File: src/design/cbd_map.svh
/*
  constants for the carry-bit, branch and no-operation decoder: opcodes,
  field positions and cycle counts.
  assumes: included by bare name from the decoder, target and core files.
*/
`ifndef CBD_MAP_SVH
`define CBD_MAP_SVH

// ****************************************
// opcodes
// ****************************************
`define CBD_OP_ANL_C_NBIT   8'hb0
`define CBD_OP_ORL_C_BIT    8'h72
`define CBD_OP_ORL_C_NBIT   8'ha0
`define CBD_OP_MOV_C_BIT    8'ha2
`define CBD_OP_MOV_BIT_C    8'h92
`define CBD_OP_FAR_CALL     8'h12
`define CBD_OP_RET          8'h22
`define CBD_OP_INT_RET      8'h32
`define CBD_OP_FAR_JUMP     8'h02
`define CBD_OP_REL_JUMP     8'h80
`define CBD_OP_JB           8'h20
`define CBD_OP_JNB          8'h30
`define CBD_OP_JBC          8'h10
`define CBD_OP_JMP_IND      8'h73
`define CBD_OP_JZ           8'h60
`define CBD_OP_JNZ          8'h70
`define CBD_OP_CMP_DIR      8'hb5
`define CBD_OP_CMP_IMM      8'hb4
`define CBD_OP_DEC_DIR      8'hd5
`define CBD_OP_NOP          8'h00
// low five bits of the page call and page jump sets
`define CBD_PAGE_CALL_LO    5'h11
`define CBD_PAGE_JUMP_LO    5'h01
// upper five bits of the eight-register blocks
`define CBD_CMP_REG_HI      5'h17
`define CBD_DEC_REG_HI      5'h1b
// upper seven bits of the indirect compare pair
`define CBD_CMP_IND_HI      7'h5b
// upper seven bits of the external data move pairs
`define CBD_XMOV_RD_HI      7'h71
`define CBD_XMOV_WR_HI      7'h79

// ****************************************
// fields and timing
// ****************************************
`define CBD_PAGE_MSB        7
`define CBD_PAGE_LSB        5
`define CBD_REG_MSB         2
`define CBD_CYC_ONE         2'h1
`define CBD_CYC_TWO         2'h2
`define CBD_LEN_ONE         2'h1
`define CBD_LEN_TWO         2'h2
`define CBD_LEN_THREE       2'h3
`define CBD_PC_RESET        16'h0000

`endif

File: src/design/cbd_pkg.sv
/*
  types shared by the decoder and its execution helpers.
  assumes: cbd_map.svh on the include path.
*/
package cbd_pkg;

  // ****************************************
  // operation classes
  // ****************************************
  typedef enum logic [4:0] {
    CBD_NOP, CBD_ANDN_C, CBD_OR_C, CBD_ORN_C, CBD_MOV_C, CBD_MOV_BIT,
    CBD_PCALL, CBD_FCALL, CBD_RET, CBD_IRET, CBD_PJUMP, CBD_FJUMP,
    CBD_RJUMP, CBD_JB, CBD_JNB, CBD_JBC, CBD_JIND, CBD_JZ, CBD_JNZ,
    CBD_CMP_DIR, CBD_CMP_IMM, CBD_CMP_REG, CBD_CMP_IND, CBD_DJ_REG,
    CBD_DJ_DIR, CBD_XMOV, CBD_OTHER
  } cbd_op_t;

  // ****************************************
  // decoded instruction
  // ****************************************
  typedef struct packed {
    cbd_op_t    op;     // operation class
    logic [1:0] len;    // length in bytes
    logic [1:0] cyc;    // machine cycles
    logic [2:0] reg_no; // working register
  } cbd_dec_t;

  // ****************************************
  // execution states, gray along fetch path
  // ****************************************
  typedef enum logic [2:0] {
    CBD_S_FETCH = 3'h0,
    CBD_S_OPND1 = 3'h1,
    CBD_S_OPND2 = 3'h3,
    CBD_S_EXEC  = 3'h2,
    CBD_S_DONE  = 3'h6
  } cbd_state_t;

  // ****************************************
  // core state seen and changed by the block
  // ****************************************
  typedef struct packed {
    logic [15:0] pc;    // program counter
    logic        carry; // carry flag
  } cbd_core_t;

endpackage

File: src/design/cbd_decode.sv
/*
  combinational opcode decoder: class, length, cycles, register.
  assumes: opcode byte valid whenever read.
*/
`include "cbd_map.svh"

module cbd_decode (
  // opcode in
  input  wire logic [7:0]       opcode,
  // decoded out
  output cbd_pkg::cbd_dec_t     dec
);

  // ****************************************
  // group matches
  // ****************************************
  wire logic is_pcall = (opcode[4:0] == `CBD_PAGE_CALL_LO);   // page call set
  wire logic is_pjump = (opcode[4:0] == `CBD_PAGE_JUMP_LO);   // page jump set
  wire logic is_creg  = (opcode[7:3] == `CBD_CMP_REG_HI);
  wire logic is_dreg  = (opcode[7:3] == `CBD_DEC_REG_HI);
  wire logic is_cind  = (opcode[7:1] == `CBD_CMP_IND_HI);
  wire logic is_xmov  = (opcode[7:1] == `CBD_XMOV_RD_HI) ||
                        (opcode[7:1] == `CBD_XMOV_WR_HI) ||
                        (opcode == 8'he0) || (opcode == 8'hf0);

  // class selection
  always_comb begin
    dec.op     = cbd_pkg::CBD_OTHER;
    dec.len    = `CBD_LEN_ONE;
    dec.cyc    = `CBD_CYC_ONE;
    dec.reg_no = opcode[`CBD_REG_MSB:0];
    if (is_pcall) begin
      dec.op = cbd_pkg::CBD_PCALL; dec.len = `CBD_LEN_TWO; dec.cyc = `CBD_CYC_TWO;
    end else if (is_pjump) begin
      dec.op = cbd_pkg::CBD_PJUMP; dec.len = `CBD_LEN_TWO; dec.cyc = `CBD_CYC_TWO;
    end else if (is_creg) begin
      dec.op = cbd_pkg::CBD_CMP_REG; dec.len = `CBD_LEN_THREE; dec.cyc = `CBD_CYC_TWO;
    end else if (is_dreg) begin
      dec.op = cbd_pkg::CBD_DJ_REG; dec.len = `CBD_LEN_TWO; dec.cyc = `CBD_CYC_TWO;
    end else if (is_cind) begin
      dec.op = cbd_pkg::CBD_CMP_IND; dec.len = `CBD_LEN_THREE; dec.cyc = `CBD_CYC_TWO;
    end else if (is_xmov) begin
      dec.op = cbd_pkg::CBD_XMOV; dec.cyc = `CBD_CYC_TWO;
    end else begin
      case (opcode)
        `CBD_OP_ANL_C_NBIT: begin dec.op = cbd_pkg::CBD_ANDN_C; dec.len = `CBD_LEN_TWO; dec.cyc = `CBD_CYC_TWO; end
        `CBD_OP_ORL_C_BIT:  begin dec.op = cbd_pkg::CBD_OR_C;   dec.len = `CBD_LEN_TWO; dec.cyc = `CBD_CYC_TWO; end
        `CBD_OP_ORL_C_NBIT: begin dec.op = cbd_pkg::CBD_ORN_C;  dec.len = `CBD_LEN_TWO; dec.cyc = `CBD_CYC_TWO; end
        `CBD_OP_MOV_C_BIT:  begin dec.op = cbd_pkg::CBD_MOV_C;  dec.len = `CBD_LEN_TWO; end
        `CBD_OP_MOV_BIT_C:  begin dec.op = cbd_pkg::CBD_MOV_BIT; dec.len = `CBD_LEN_TWO; dec.cyc = `CBD_CYC_TWO; end
        `CBD_OP_FAR_CALL:   begin dec.op = cbd_pkg::CBD_FCALL; dec.len = `CBD_LEN_THREE; dec.cyc = `CBD_CYC_TWO; end
        `CBD_OP_RET:        begin dec.op = cbd_pkg::CBD_RET;   dec.cyc = `CBD_CYC_TWO; end
        `CBD_OP_INT_RET:    begin dec.op = cbd_pkg::CBD_IRET;  dec.cyc = `CBD_CYC_TWO; end
        `CBD_OP_FAR_JUMP:   begin dec.op = cbd_pkg::CBD_FJUMP; dec.len = `CBD_LEN_THREE; dec.cyc = `CBD_CYC_TWO; end
        `CBD_OP_REL_JUMP:   begin dec.op = cbd_pkg::CBD_RJUMP; dec.len = `CBD_LEN_TWO; dec.cyc = `CBD_CYC_TWO; end
        `CBD_OP_JB:         begin dec.op = cbd_pkg::CBD_JB;  dec.len = `CBD_LEN_THREE; dec.cyc = `CBD_CYC_TWO; end
        `CBD_OP_JNB:        begin dec.op = cbd_pkg::CBD_JNB; dec.len = `CBD_LEN_THREE; dec.cyc = `CBD_CYC_TWO; end
        `CBD_OP_JBC:        begin dec.op = cbd_pkg::CBD_JBC; dec.len = `CBD_LEN_THREE; dec.cyc = `CBD_CYC_TWO; end
        `CBD_OP_JMP_IND:    begin dec.op = cbd_pkg::CBD_JIND; dec.cyc = `CBD_CYC_TWO; end
        `CBD_OP_JZ:         begin dec.op = cbd_pkg::CBD_JZ;  dec.len = `CBD_LEN_TWO; dec.cyc = `CBD_CYC_TWO; end
        `CBD_OP_JNZ:        begin dec.op = cbd_pkg::CBD_JNZ; dec.len = `CBD_LEN_TWO; dec.cyc = `CBD_CYC_TWO; end
        `CBD_OP_CMP_DIR:    begin dec.op = cbd_pkg::CBD_CMP_DIR; dec.len = `CBD_LEN_THREE; dec.cyc = `CBD_CYC_TWO; end
        `CBD_OP_CMP_IMM:    begin dec.op = cbd_pkg::CBD_CMP_IMM; dec.len = `CBD_LEN_THREE; dec.cyc = `CBD_CYC_TWO; end
        `CBD_OP_DEC_DIR:    begin dec.op = cbd_pkg::CBD_DJ_DIR; dec.len = `CBD_LEN_THREE; dec.cyc = `CBD_CYC_TWO; end
        `CBD_OP_NOP:        begin dec.op = cbd_pkg::CBD_NOP; end
        default:            begin dec.op = cbd_pkg::CBD_OTHER; end
      endcase
    end
  end

endmodule // cbd_decode

File: src/design/cbd_target.sv
/*
  branch target arithmetic: page, far, relative and indirect targets.
  assumes: pc_next is the address after the whole instruction.
*/
`include "cbd_map.svh"

module cbd_target (
  // inputs
  input  wire logic [15:0] pc_next,
  input  wire logic [7:0]  opcode,
  input  wire logic [7:0]  byte1,
  input  wire logic [7:0]  byte2,
  input  wire logic [7:0]  rel,
  input  wire logic [7:0]  acc,
  input  wire logic [15:0] data_pointer,
  // targets
  output logic      [15:0] page_tgt,
  output logic      [15:0] far_tgt,
  output logic      [15:0] rel_tgt,
  output logic      [15:0] ind_tgt
);

  // page target: pc_next top five bits, opcode top bits, then second byte
  assign page_tgt = {pc_next[15:11], opcode[`CBD_PAGE_MSB:`CBD_PAGE_LSB], byte1};
  // far target, high byte first
  assign far_tgt  = {byte1, byte2};
  // signed displacement
  assign rel_tgt  = pc_next + {{8{rel[7]}}, rel};
  // accumulator plus data pointer
  assign ind_tgt  = data_pointer + {8'h00, acc};

endmodule // cbd_target

File: src/design/cbd_core.sv
/*
  carry-bit, branch and no-operation execution unit of the 8-bit core.
  assumes: code memory answers an address in the next cycle; bit, data
  and stack values are supplied by the rest of the core in the cycle
  they are requested; one instruction at a time.
*/
`include "cbd_map.svh"

module cbd_core (
  // clock and reset
  input  wire logic        clk,
  input  wire logic        reset_n,
  // code memory
  input  wire logic [7:0]  code_data,
  output logic      [15:0] code_addr,
  // core state inputs
  input  wire logic        bit_value,
  input  wire logic [7:0]  acc,
  input  wire logic [15:0] data_pointer,
  input  wire logic [7:0]  operand_value,
  input  wire logic [15:0] stack_pc,
  // core effects
  output logic             carry,
  output logic             bit_we,
  output logic [7:0]       bit_addr,
  output logic             bit_wdata,
  output logic             push_we,
  output logic [15:0]      push_pc,
  output logic             pop_req,
  output logic             int_level_end,
  output logic             reg_we,
  output logic [2:0]       reg_no,
  output logic [7:0]       reg_wdata,
  output logic             dir_we,
  output logic [7:0]       dir_addr,
  output logic [7:0]       dir_wdata,
  output logic             other_op,
  output logic             instr_done
);

  // ****************************************
  // state
  // ****************************************
  cbd_pkg::cbd_state_t state_r;     // sequencer state
  cbd_pkg::cbd_state_t state_nxt;
  cbd_pkg::cbd_core_t  core_r;      // pc and carry
  cbd_pkg::cbd_core_t  core_nxt;
  logic [7:0]          opcode_r;    // current opcode
  logic [7:0]          byte1_r;     // first operand byte
  logic [7:0]          byte2_r;     // second operand byte
  logic [1:0]          cyc_cnt_r;   // machine cycles spent
  logic [1:0]          cyc_cnt_nxt;
  logic [15:0]         fetch_r;     // next code address
  logic [15:0]         fetch_nxt;

  // effect registers
  logic        bit_we_r, bit_we_nxt;
  logic        bit_wd_r, bit_wd_nxt;
  logic        push_r, push_nxt;
  logic [15:0] push_pc_r, push_pc_nxt;
  logic        pop_r, pop_nxt;
  logic        iend_r, iend_nxt;
  logic        reg_we_r, reg_we_nxt;
  logic [7:0]  reg_wd_r, reg_wd_nxt;
  logic        dir_we_r, dir_we_nxt;
  logic [7:0]  dir_wd_r, dir_wd_nxt;
  logic        other_r, other_nxt;
  logic        done_r, done_nxt;

  // ****************************************
  // decode and targets
  // ****************************************
  cbd_pkg::cbd_dec_t dec;            // decode of latched opcode

  cbd_decode u_decode (
    .opcode (opcode_r),
    .dec    (dec)
  );

  wire logic [15:0] pc_next = fetch_r;  // address after the instruction
  wire logic [7:0]  rel_byte = (dec.len == `CBD_LEN_THREE) ? byte2_r : byte1_r;
  logic [15:0]      page_tgt, far_tgt, rel_tgt, ind_tgt;

  cbd_target u_target (
    .pc_next      (pc_next),
    .opcode       (opcode_r),
    .byte1        (byte1_r),
    .byte2        (byte2_r),
    .rel          (rel_byte),
    .acc          (acc),
    .data_pointer (data_pointer),
    .page_tgt     (page_tgt),
    .far_tgt      (far_tgt),
    .rel_tgt      (rel_tgt),
    .ind_tgt      (ind_tgt)
  );

  // ****************************************
  // operand helpers
  // ****************************************
  wire logic       need1 = (dec.len != `CBD_LEN_ONE);
  wire logic       need2 = (dec.len == `CBD_LEN_THREE);
  wire logic [7:0] dec_val = operand_value - 8'h01;           // decremented operand
  wire logic [7:0] cmp_rhs = (dec.op == cbd_pkg::CBD_CMP_DIR) ? operand_value : byte1_r;
  wire logic [7:0] cmp_lhs = (dec.op == cbd_pkg::CBD_CMP_REG ||
                              dec.op == cbd_pkg::CBD_CMP_IND) ? operand_value : acc;
  wire logic       unequal = (cmp_lhs != cmp_rhs);
  wire logic       in_exec = (state_r == cbd_pkg::CBD_S_EXEC);

  // ****************************************
  // execution and sequencing
  // ****************************************
  always_comb begin
    state_nxt   = state_r;
    core_nxt    = core_r;
    cyc_cnt_nxt = cyc_cnt_r;
    fetch_nxt   = fetch_r;
    bit_we_nxt  = 1'b0;
    bit_wd_nxt  = 1'b0;
    push_nxt    = 1'b0;
    push_pc_nxt = push_pc_r;
    pop_nxt     = 1'b0;
    iend_nxt    = 1'b0;
    reg_we_nxt  = 1'b0;
    reg_wd_nxt  = reg_wd_r;
    dir_we_nxt  = 1'b0;
    dir_wd_nxt  = dir_wd_r;
    other_nxt   = 1'b0;
    done_nxt    = 1'b0;
    case (state_r)
      // opcode byte arrives
      cbd_pkg::CBD_S_FETCH: begin
        fetch_nxt   = fetch_r + 16'h0001;
        cyc_cnt_nxt = `CBD_CYC_ONE;
        state_nxt   = cbd_pkg::CBD_S_OPND1;
      end
      // first operand byte, or straight to execute
      cbd_pkg::CBD_S_OPND1: begin
        if (need1) begin
          fetch_nxt = fetch_r + 16'h0001;
          state_nxt = need2 ? cbd_pkg::CBD_S_OPND2 : cbd_pkg::CBD_S_EXEC;
        end else begin
          state_nxt = cbd_pkg::CBD_S_EXEC;
        end
      end
      // second operand byte
      cbd_pkg::CBD_S_OPND2: begin
        fetch_nxt = fetch_r + 16'h0001;
        state_nxt = cbd_pkg::CBD_S_EXEC;
      end
      // one machine cycle per pass; effects on the last
      cbd_pkg::CBD_S_EXEC: begin
        if (cyc_cnt_r != dec.cyc) begin
          cyc_cnt_nxt = cyc_cnt_r + 2'h1;
        end else begin
          state_nxt = cbd_pkg::CBD_S_DONE;
          done_nxt  = 1'b1;
          core_nxt.pc = pc_next;
          case (dec.op)
            cbd_pkg::CBD_ANDN_C: core_nxt.carry = core_r.carry & ~bit_value;
            cbd_pkg::CBD_OR_C:   core_nxt.carry = core_r.carry | bit_value;
            cbd_pkg::CBD_ORN_C:  core_nxt.carry = core_r.carry | ~bit_value;
            cbd_pkg::CBD_MOV_C:  core_nxt.carry = bit_value;
            cbd_pkg::CBD_MOV_BIT: begin
              bit_we_nxt = 1'b1;
              bit_wd_nxt = core_r.carry;
            end
            cbd_pkg::CBD_PCALL: begin
              push_nxt    = 1'b1;
              push_pc_nxt = pc_next;
              core_nxt.pc = page_tgt;
            end
            cbd_pkg::CBD_FCALL: begin
              push_nxt    = 1'b1;
              push_pc_nxt = pc_next;
              core_nxt.pc = far_tgt;
            end
            cbd_pkg::CBD_RET: begin
              pop_nxt     = 1'b1;
              core_nxt.pc = stack_pc;
            end
            cbd_pkg::CBD_IRET: begin
              pop_nxt     = 1'b1;
              iend_nxt    = 1'b1;
              core_nxt.pc = stack_pc;
            end
            cbd_pkg::CBD_PJUMP: core_nxt.pc = page_tgt;
            cbd_pkg::CBD_FJUMP: core_nxt.pc = far_tgt;
            cbd_pkg::CBD_RJUMP: core_nxt.pc = rel_tgt;
            cbd_pkg::CBD_JB:  if (bit_value)  core_nxt.pc = rel_tgt;
            cbd_pkg::CBD_JNB: if (!bit_value) core_nxt.pc = rel_tgt;
            cbd_pkg::CBD_JBC: if (bit_value) begin
              core_nxt.pc = rel_tgt;
              bit_we_nxt  = 1'b1;
              bit_wd_nxt  = 1'b0;
            end
            cbd_pkg::CBD_JIND: core_nxt.pc = ind_tgt;
            cbd_pkg::CBD_JZ:  if (acc == 8'h00) core_nxt.pc = rel_tgt;
            cbd_pkg::CBD_JNZ: if (acc != 8'h00) core_nxt.pc = rel_tgt;
            cbd_pkg::CBD_CMP_DIR, cbd_pkg::CBD_CMP_IMM,
            cbd_pkg::CBD_CMP_REG, cbd_pkg::CBD_CMP_IND: begin
              core_nxt.carry = (cmp_lhs < cmp_rhs);
              if (unequal) core_nxt.pc = rel_tgt;
            end
            cbd_pkg::CBD_DJ_REG: begin
              reg_we_nxt = 1'b1;
              reg_wd_nxt = dec_val;
              if (dec_val != 8'h00) core_nxt.pc = rel_tgt;
            end
            cbd_pkg::CBD_DJ_DIR: begin
              dir_we_nxt = 1'b1;
              dir_wd_nxt = dec_val;
              if (dec_val != 8'h00) core_nxt.pc = rel_tgt;
            end
            cbd_pkg::CBD_XMOV: ;
            cbd_pkg::CBD_OTHER: other_nxt = 1'b1;
            default: ;
          endcase
          fetch_nxt = core_nxt.pc;
        end
      end
      // fetch of the next opcode issued
      cbd_pkg::CBD_S_DONE: state_nxt = cbd_pkg::CBD_S_FETCH;
      default:             state_nxt = cbd_pkg::CBD_S_FETCH;
    endcase
  end

  // ****************************************
  // sequencer registers
  // ****************************************
  always_ff @(posedge clk or negedge reset_n) begin
    if (!reset_n) begin
      state_r   <= cbd_pkg::CBD_S_FETCH;
      core_r    <= '0;
      cyc_cnt_r <= 2'h0;
      fetch_r   <= `CBD_PC_RESET;
    end else begin
      state_r   <= state_nxt;
      core_r    <= core_nxt;
      cyc_cnt_r <= cyc_cnt_nxt;
      fetch_r   <= fetch_nxt;
    end
  end

  // instruction bytes captured as they arrive
  always_ff @(posedge clk or negedge reset_n) begin
    if (!reset_n) begin
      opcode_r <= `CBD_OP_NOP;
      byte1_r  <= 8'h00;
      byte2_r  <= 8'h00;
    end else begin
      if (state_r == cbd_pkg::CBD_S_FETCH) opcode_r <= code_data;
      if (state_r == cbd_pkg::CBD_S_OPND1 && need1) byte1_r <= code_data;
      if (state_r == cbd_pkg::CBD_S_OPND2) byte2_r <= code_data;
    end
  end

  // effect strobes
  always_ff @(posedge clk or negedge reset_n) begin
    if (!reset_n) begin
      {bit_we_r, bit_wd_r, push_r, pop_r, iend_r} <= 5'h00;
      {reg_we_r, dir_we_r, other_r, done_r}       <= 4'h0;
      push_pc_r <= 16'h0000;
      reg_wd_r  <= 8'h00;
      dir_wd_r  <= 8'h00;
    end else begin
      {bit_we_r, bit_wd_r, push_r, pop_r, iend_r} <= {bit_we_nxt, bit_wd_nxt, push_nxt,
                                                      pop_nxt, iend_nxt};
      {reg_we_r, dir_we_r, other_r, done_r}       <= {reg_we_nxt, dir_we_nxt, other_nxt,
                                                      done_nxt};
      push_pc_r <= push_pc_nxt;
      reg_wd_r  <= reg_wd_nxt;
      dir_wd_r  <= dir_wd_nxt;
    end
  end

  // ****************************************
  // outputs
  // ****************************************
  assign code_addr     = fetch_r;
  assign carry         = core_r.carry;
  assign bit_we        = bit_we_r;
  assign bit_addr      = byte1_r;
  assign bit_wdata     = bit_wd_r;
  assign push_we       = push_r;
  assign push_pc       = push_pc_r;
  assign pop_req       = pop_r;
  assign int_level_end = iend_r;
  assign reg_we        = reg_we_r;
  assign reg_no        = opcode_r[`CBD_REG_MSB:0];
  assign reg_wdata     = reg_wd_r;
  assign dir_we        = dir_we_r;
  assign dir_addr      = byte1_r;
  assign dir_wdata     = dir_wd_r;
  assign other_op      = other_r;
  assign instr_done    = done_r;

  wire logic unused_exec = in_exec;                           // debug visibility

endmodule // cbd_core

File: config.mk
export PLATFORM = sky130hd
export DESIGN_NAME = cbd_core
export DESIGN_NICKNAME = d
export VERILOG_FILES = /design/src/design/cbd_pkg.sv /design/src/design/cbd_decode.sv /design/src/design/cbd_target.sv /design/src/design/cbd_core.sv
export VERILOG_INCLUDE_DIRS = /design/src /design/src/design
export SDC_FILE = /design/constraint.sdc
export NUM_CORES = 1
export LEC_CHECK = 0
export CORE_UTILIZATION = 67
export CTS_BUF_LIST = sky130_fd_sc_hd__clkbuf_4 sky130_fd_sc_hd__clkbuf_8
export CTS_CLUSTER_SIZE = 30
export DETAILED_ROUTE_END_ITERATION = 7
export DONT_BUFFER_PORTS = 1
export GPL_TIMING_DRIVEN = 0
export HOLD_SLACK_MARGIN = 0.06
export PLACE_DENSITY = 0.83
export RECOVER_POWER = 100
export SYNTH_ARGS = -nofsm -noshare
export SYNTH_HDL_FRONTEND = slang
export SYNTH_HIERARCHICAL = 1
export SYNTH_SLANG_ARGS = --single-unit
File: constraint.sdc
create_clock -name clk -period 5.5 [get_ports clk]
set_input_delay 0.275 -clock clk [delete_from_list [all_inputs] [get_ports clk]]
set_output_delay 0.275 -clock clk [all_outputs]
set_load 0.005 [all_outputs]
# ---- After elaboration in Yosys (flattened, before gate mapping)
# Cells that the tools add are included.
dict set report op_classes {
  multipliers 0
  div_mod_pow 0
  n_mux 58
  addsub 5
  eq_ne 72
  n_reduce_logical 31
  n_lt_le_gt_ge 1
  n_shift 0
  n_bitwise 5
}
# cell count
set ops {}
lappend ops {{one-hot mux 16 bit (11 select lines)} 1}
lappend ops {{two-way mux 16 bit} 8}
lappend ops {{one-hot mux 5 bit (20 select lines)} 1}
lappend ops {{== test 8 bit, second input constant} 10}
lappend ops {{== test 5 bit, second input constant} 13}
lappend ops {{one-hot mux 16 bit (3 select lines)} 1}
lappend ops {{two-way mux 9 bit} 5}
lappend ops {{== test 5 x 4 -> 1 bit, second input constant} 8}
lappend ops {{== test 8 x 6 -> 1 bit, second input constant} 4}
lappend ops {{== test 8 x 7 -> 1 bit, second input constant} 4}
lappend ops {{two-way mux 1 bit} 28}
lappend ops {{two-way mux 8 bit} 3}
lappend ops {{== test 7 bit, second input constant} 3}
lappend ops {{== test 5 x 3 -> 1 bit, second input constant} 4}
lappend ops {{OR reduction 18 bit} 1}
lappend ops {{adder 16 x 1 -> 16 bit, second input constant} 1}
lappend ops {{adder 16 bit} 1}
lappend ops {{adder 16 x 8 -> 16 bit} 1}
lappend ops {{== test 8 x 5 -> 1 bit, second input constant} 2}
lappend ops {{logical NOT 8 bit} 2}
lappend ops {{inequality test 4 bit, second input constant} 4}
lappend ops {{nonzero test 8 bit} 2}
lappend ops {{OR reduction 8 bit} 2}
lappend ops {{OR reduction 2 bit} 7}
lappend ops {{other kinds (39)} 56}
dict set report totals {
  mem_bits_ro 0
  out_inout_bits 77
  ram_bits 0
  memories 0
  elab_cells 192
  reg_bits 87
  latch_bits 0
}

# ---- Logic depth before layout (Yosys ltp)
dict set report depth {
  ltp_word 18
  ltp_mapped 21
  mapped_depth_nobuf 18
}

# ---- Modules after synthesis
# Netlist, hierarchy kept.
# module instances cells_each area_per_inst_um2 seq_area_each_um2
set by_module_without_submodules {}
lappend by_module_without_submodules {cbd_core 1 544 5472.7 2177.1}
lappend by_module_without_submodules {cbd_target 1 195 1438.9 0.0}
lappend by_module_without_submodules {cbd_decode 1 108 689.4 0.0}

# ---- Least setup slack after synthesis
# OpenSTA, ideal clock, no wires.
dict set report synth_path {
  path_kind {register to register}
  start {reg opcode_r[5]}
  end {reg fetch_r[0], in the netlist code_addr[0]}
  t_arrival_ns 4.504
  stages_incl_launch_ff 20
  setup_ns 0.124
  n_path_buf 4
  setup_slack_ns 0.872
  period_less_slack_ns 4.628
  path_cell_list {dfrtp_1 > buf_2 > and3b_4 > a2111oi_4 > o22a_2 > nand3b_2 > o31ai_1 > buf_4 > buf_2 > nand2_1 > nor3_2 > mux2_2 > ha_1 > nand4_1 > nor3_1 > nor3_2 > a31oi_4 > nand2b_4 > buf_6 > a211o_1}
}
# element line
set synth_lines {}
lappend synth_lines {{start, declared} cbd_core.sv:48} ;# logic [7:0] opcode_r;
lappend synth_lines {{start signal, assigned} cbd_core.sv:248} ;# opcode_r <= `CBD_OP_NOP;
lappend synth_lines {{start signal, assigned} cbd_core.sv:252} ;# if (state_r == cbd_pkg::CBD_S_FETCH) opcode_r <= code_data;
lappend synth_lines {{end signal, assigned} cbd_core.sv:236} ;# fetch_r <= `CBD_PC_RESET;
lappend synth_lines {{end signal, assigned} cbd_core.sv:241} ;# fetch_r <= fetch_nxt;
lappend synth_lines {{end, declared} cbd_core.sv:53} ;# logic [15:0] fetch_r;

==> metrics.md <==
| Metric | Value |
|---|---|
| Final net count | `960` |
| Hold_sp | `operand_value[7]` |
| CTS root buf | `clkbuf_8` |
| DR pass1 iterations | `6` |
| Worst slew pin tran | `about 4.0 ns` |
| Hold Crit Class | `in2reg` |
| # rows | `38` |
| Number of CTS-inserted buffers | `9` |
| Reg-to-reg slack, setup | `0.20 ns` |
| Post-route DRC | `0` |
| Total wire length | `around 24 mm` |
| Cell Chain, Critical Path | `clkbuf_1 > nor3_2 > nand2_1 > a2111oi_1 > nor4_1 > o21ai_0 > nand2_2 > mux2_2 > ha_1 > a21o_1 > o21a_1 > a311oi_1 > o31ai_1 > xor2_1 > o21ai_0 > a311oi_2 > a31oi_1 > o31ai_1 > o41a_1` |
| Failing checks | `capacitance limit, slew limit` |
| Crit path launch type | `register` |
| Design area | `a little over 8000 sq um` |
| P&R area growth vs syn | `6.82%` |
| Multi-input logic area | `~4800 sq um` |
| Crit Path Max Fanout | `10` |
| Clock-pin slew on the worst setup and hold paths | `0.09 ns` |
| Most common cell after layout, fill and taps aside | `dfrtp_1` |
| Pin count of the biggest net entering global routing | `88` |
| Tcrit/Tclk final | `0.963` |
| Die Span X | `around 110 um` |
| Cells on worst reg2reg path | `19` |
| HPWL after DPL | `17.3 mm` |
| Register area | `2180 sq um` |
| RePlAce Congestion | `0.962` |
| Slew Limit Fails | `just under 90` |
| FMAX | `around 0.19 GHz` |
| Worst reg2reg startpoint | `opcode_r[2]` |
| Total global routing track utilization | `0.407` |
| GRT overflow | `0` |
| Syn Inst Count | `844` |
| Worst Path Buf+Inv | `1` |
| Htree depth | `3` |
| Clk buf depth | `2` |
| Syn Std Cell Area | `7580 sq um` |
| Vias/cell | `7.05` |
| Largest stage delay on the critical path | `~0.46 ns` |
| Share of post-route cells with drive strength above 1 | `0.211` |
| PortBufs | `0` |
| Synth Area per Inst | `about 9.0 sq um` |
| Max_cap viols | `1` |
| Die Ht | `108 um` |
| CORE AREA | `10900 sq um` |
| Hold Path Cell Cnt | `2` |
| Crit path time final | `5.30 ns` |
| Syn nets | `939` |
| Setup Crit Path Kind | `reg2reg` |
| Syn. warnings | `6` |
| Worst Path Required | `around 5.8 ns` |
| Initial Utilization | `0.693` |
| First-pass GRT wire length | `36.2 mm` |
| Initial detailed-routing violation count | `between 600 and 700` |
| Worst Setup End Kind | `register` |
| Status | `finished with violations` |
| Placed inst area | `about 7800 sq um` |
| Max-slew headroom | `-1.69` |
| Number of global-route vias before repair | `6919` |
| Vias after detailed routing | `7120` |
| Slowest-stage cell, CP | `a2111oi_1` |
| Final setup fails | `0` |
| Die ar. | `between 10000 and 15000 sq um` |
| Top-level I/O count | `136` |
| Routed len/inst | `23.5 um` |
| DRT antenna net count | `0` |
| Critical Path AT | `5.61 ns` |
| Reg2reg end | `code_addr[13]` |
| Commonest non-fill, non-tap cells in the layout | `dfrtp_1, nand2_1, o21ai_0` |
| Clock skew | `approximately 0.015 ns` |
| RSZ-0062 raised after global routing | `yes` |
| Initial antenna violation count | `0` |
| Post CTS Setup Buffer Count | `0` |
| Clock Latency Late Sink | `0.38 ns` |
| Clock sink count | `between 80 and 90` |
| CTS tree | `yes` |
| Hold Fails Final Rpt | `0` |
| Hold worst-path end | `reg_wdata[7]` |
| Delay-heaviest family, CP | `compound AO/OA/AOI/OAI gates` |
| Fill count | `between 700 and 800` |
flip-flops by register name, indices dropped and copies added (netlist names):
register	cells
bit_we	1
pop_req	1
push_pc	16
cyc_cnt_r	2
state_r	3
bit_addr	8
carry	1
int_level_end	1
reg_we	1
bit_wdata	1
code_addr	16
instr_done	1
other_op	1
dir_we	1
dir_wdata	8
opcode_r	8
byte2_r	8
reg_wdata	8
push_we	1
worst reg2reg max path: cells and delay by family (launching register included):
| kind | cells | cell delay (ns) |
|---|---|---|
| fa+ha+maj | 1 | 0.41 |
| flops | 1 | 0.42 |
| compound gates | 11 | 2.66 |
| buf+inv | 1 | 0.22 |
| mux | 1 | 0.44 |
| xor+xnor | 1 | 0.32 |
| simple gates | 4 | 0.75 |
worst max path at each step:
stage | start | endpoint | slack, ns | cells past startpoint
after CTS | opcode_r[7] | code_addr[0] | 0.15 | 19
after floorplan | opcode_r[5] | code_addr[0] | 0.87 | 19
final | opcode_r[2] | code_addr[13] | 0.20 | 19
after global placement | opcode_r[2] | code_addr[13] | 0.29 | 20
after global routing | opcode_r[2] | code_addr[13] | -0.03 | 19
after detailed placement | opcode_r[7] | code_addr[0] | 0.20 | 19
layer usage:
metal	routed length, um	global-route usage	up-vias
met5	0	0	-
met4	836	0.184	0
met3	2250	0.0687	89
met2	10900	0.645	471
met1	9730	0.545	3432
li1	-	-	3128
stage by stage:
stage	cells	setup TNS [ns]	utilization	setup slack, ns	hold WS, ns
floorplan	844	0	-	0.872	-0.0206
global placement	984	0	0.709	0.285	-0.0191
detailed placement	984	0	0.709	0.199	-0.0188
CTS	1010	0	0.740	0.148	0.135
global route	1009	-0.0862	0.740	-0.0258	0.160
finish	1010	0	0.740	0.203	0.145
final cells by class:
type                       count  area share
timing repair buffer          11      0.0136
sequential                    87       0.269
clock inverter                 6      0.0107
inverter                      16     0.00742
antenna                        1    0.000309
tap                          140      0.0216
multi-input combinational    653       0.589
buffer                        87      0.0733
clock buffer                   9      0.0153
what timing repair did:
action | in CTS | in global routing
hold buffers | 11 | 0
hold endpoints to repair | 113 | 0
gates resized for setup | 0 | 6
setup endpoints to repair | 0 | 16
Power is left out: the tool's default activity adds up to more than one toggle a clock period on the data nets, which glitch-free logic cannot reach.
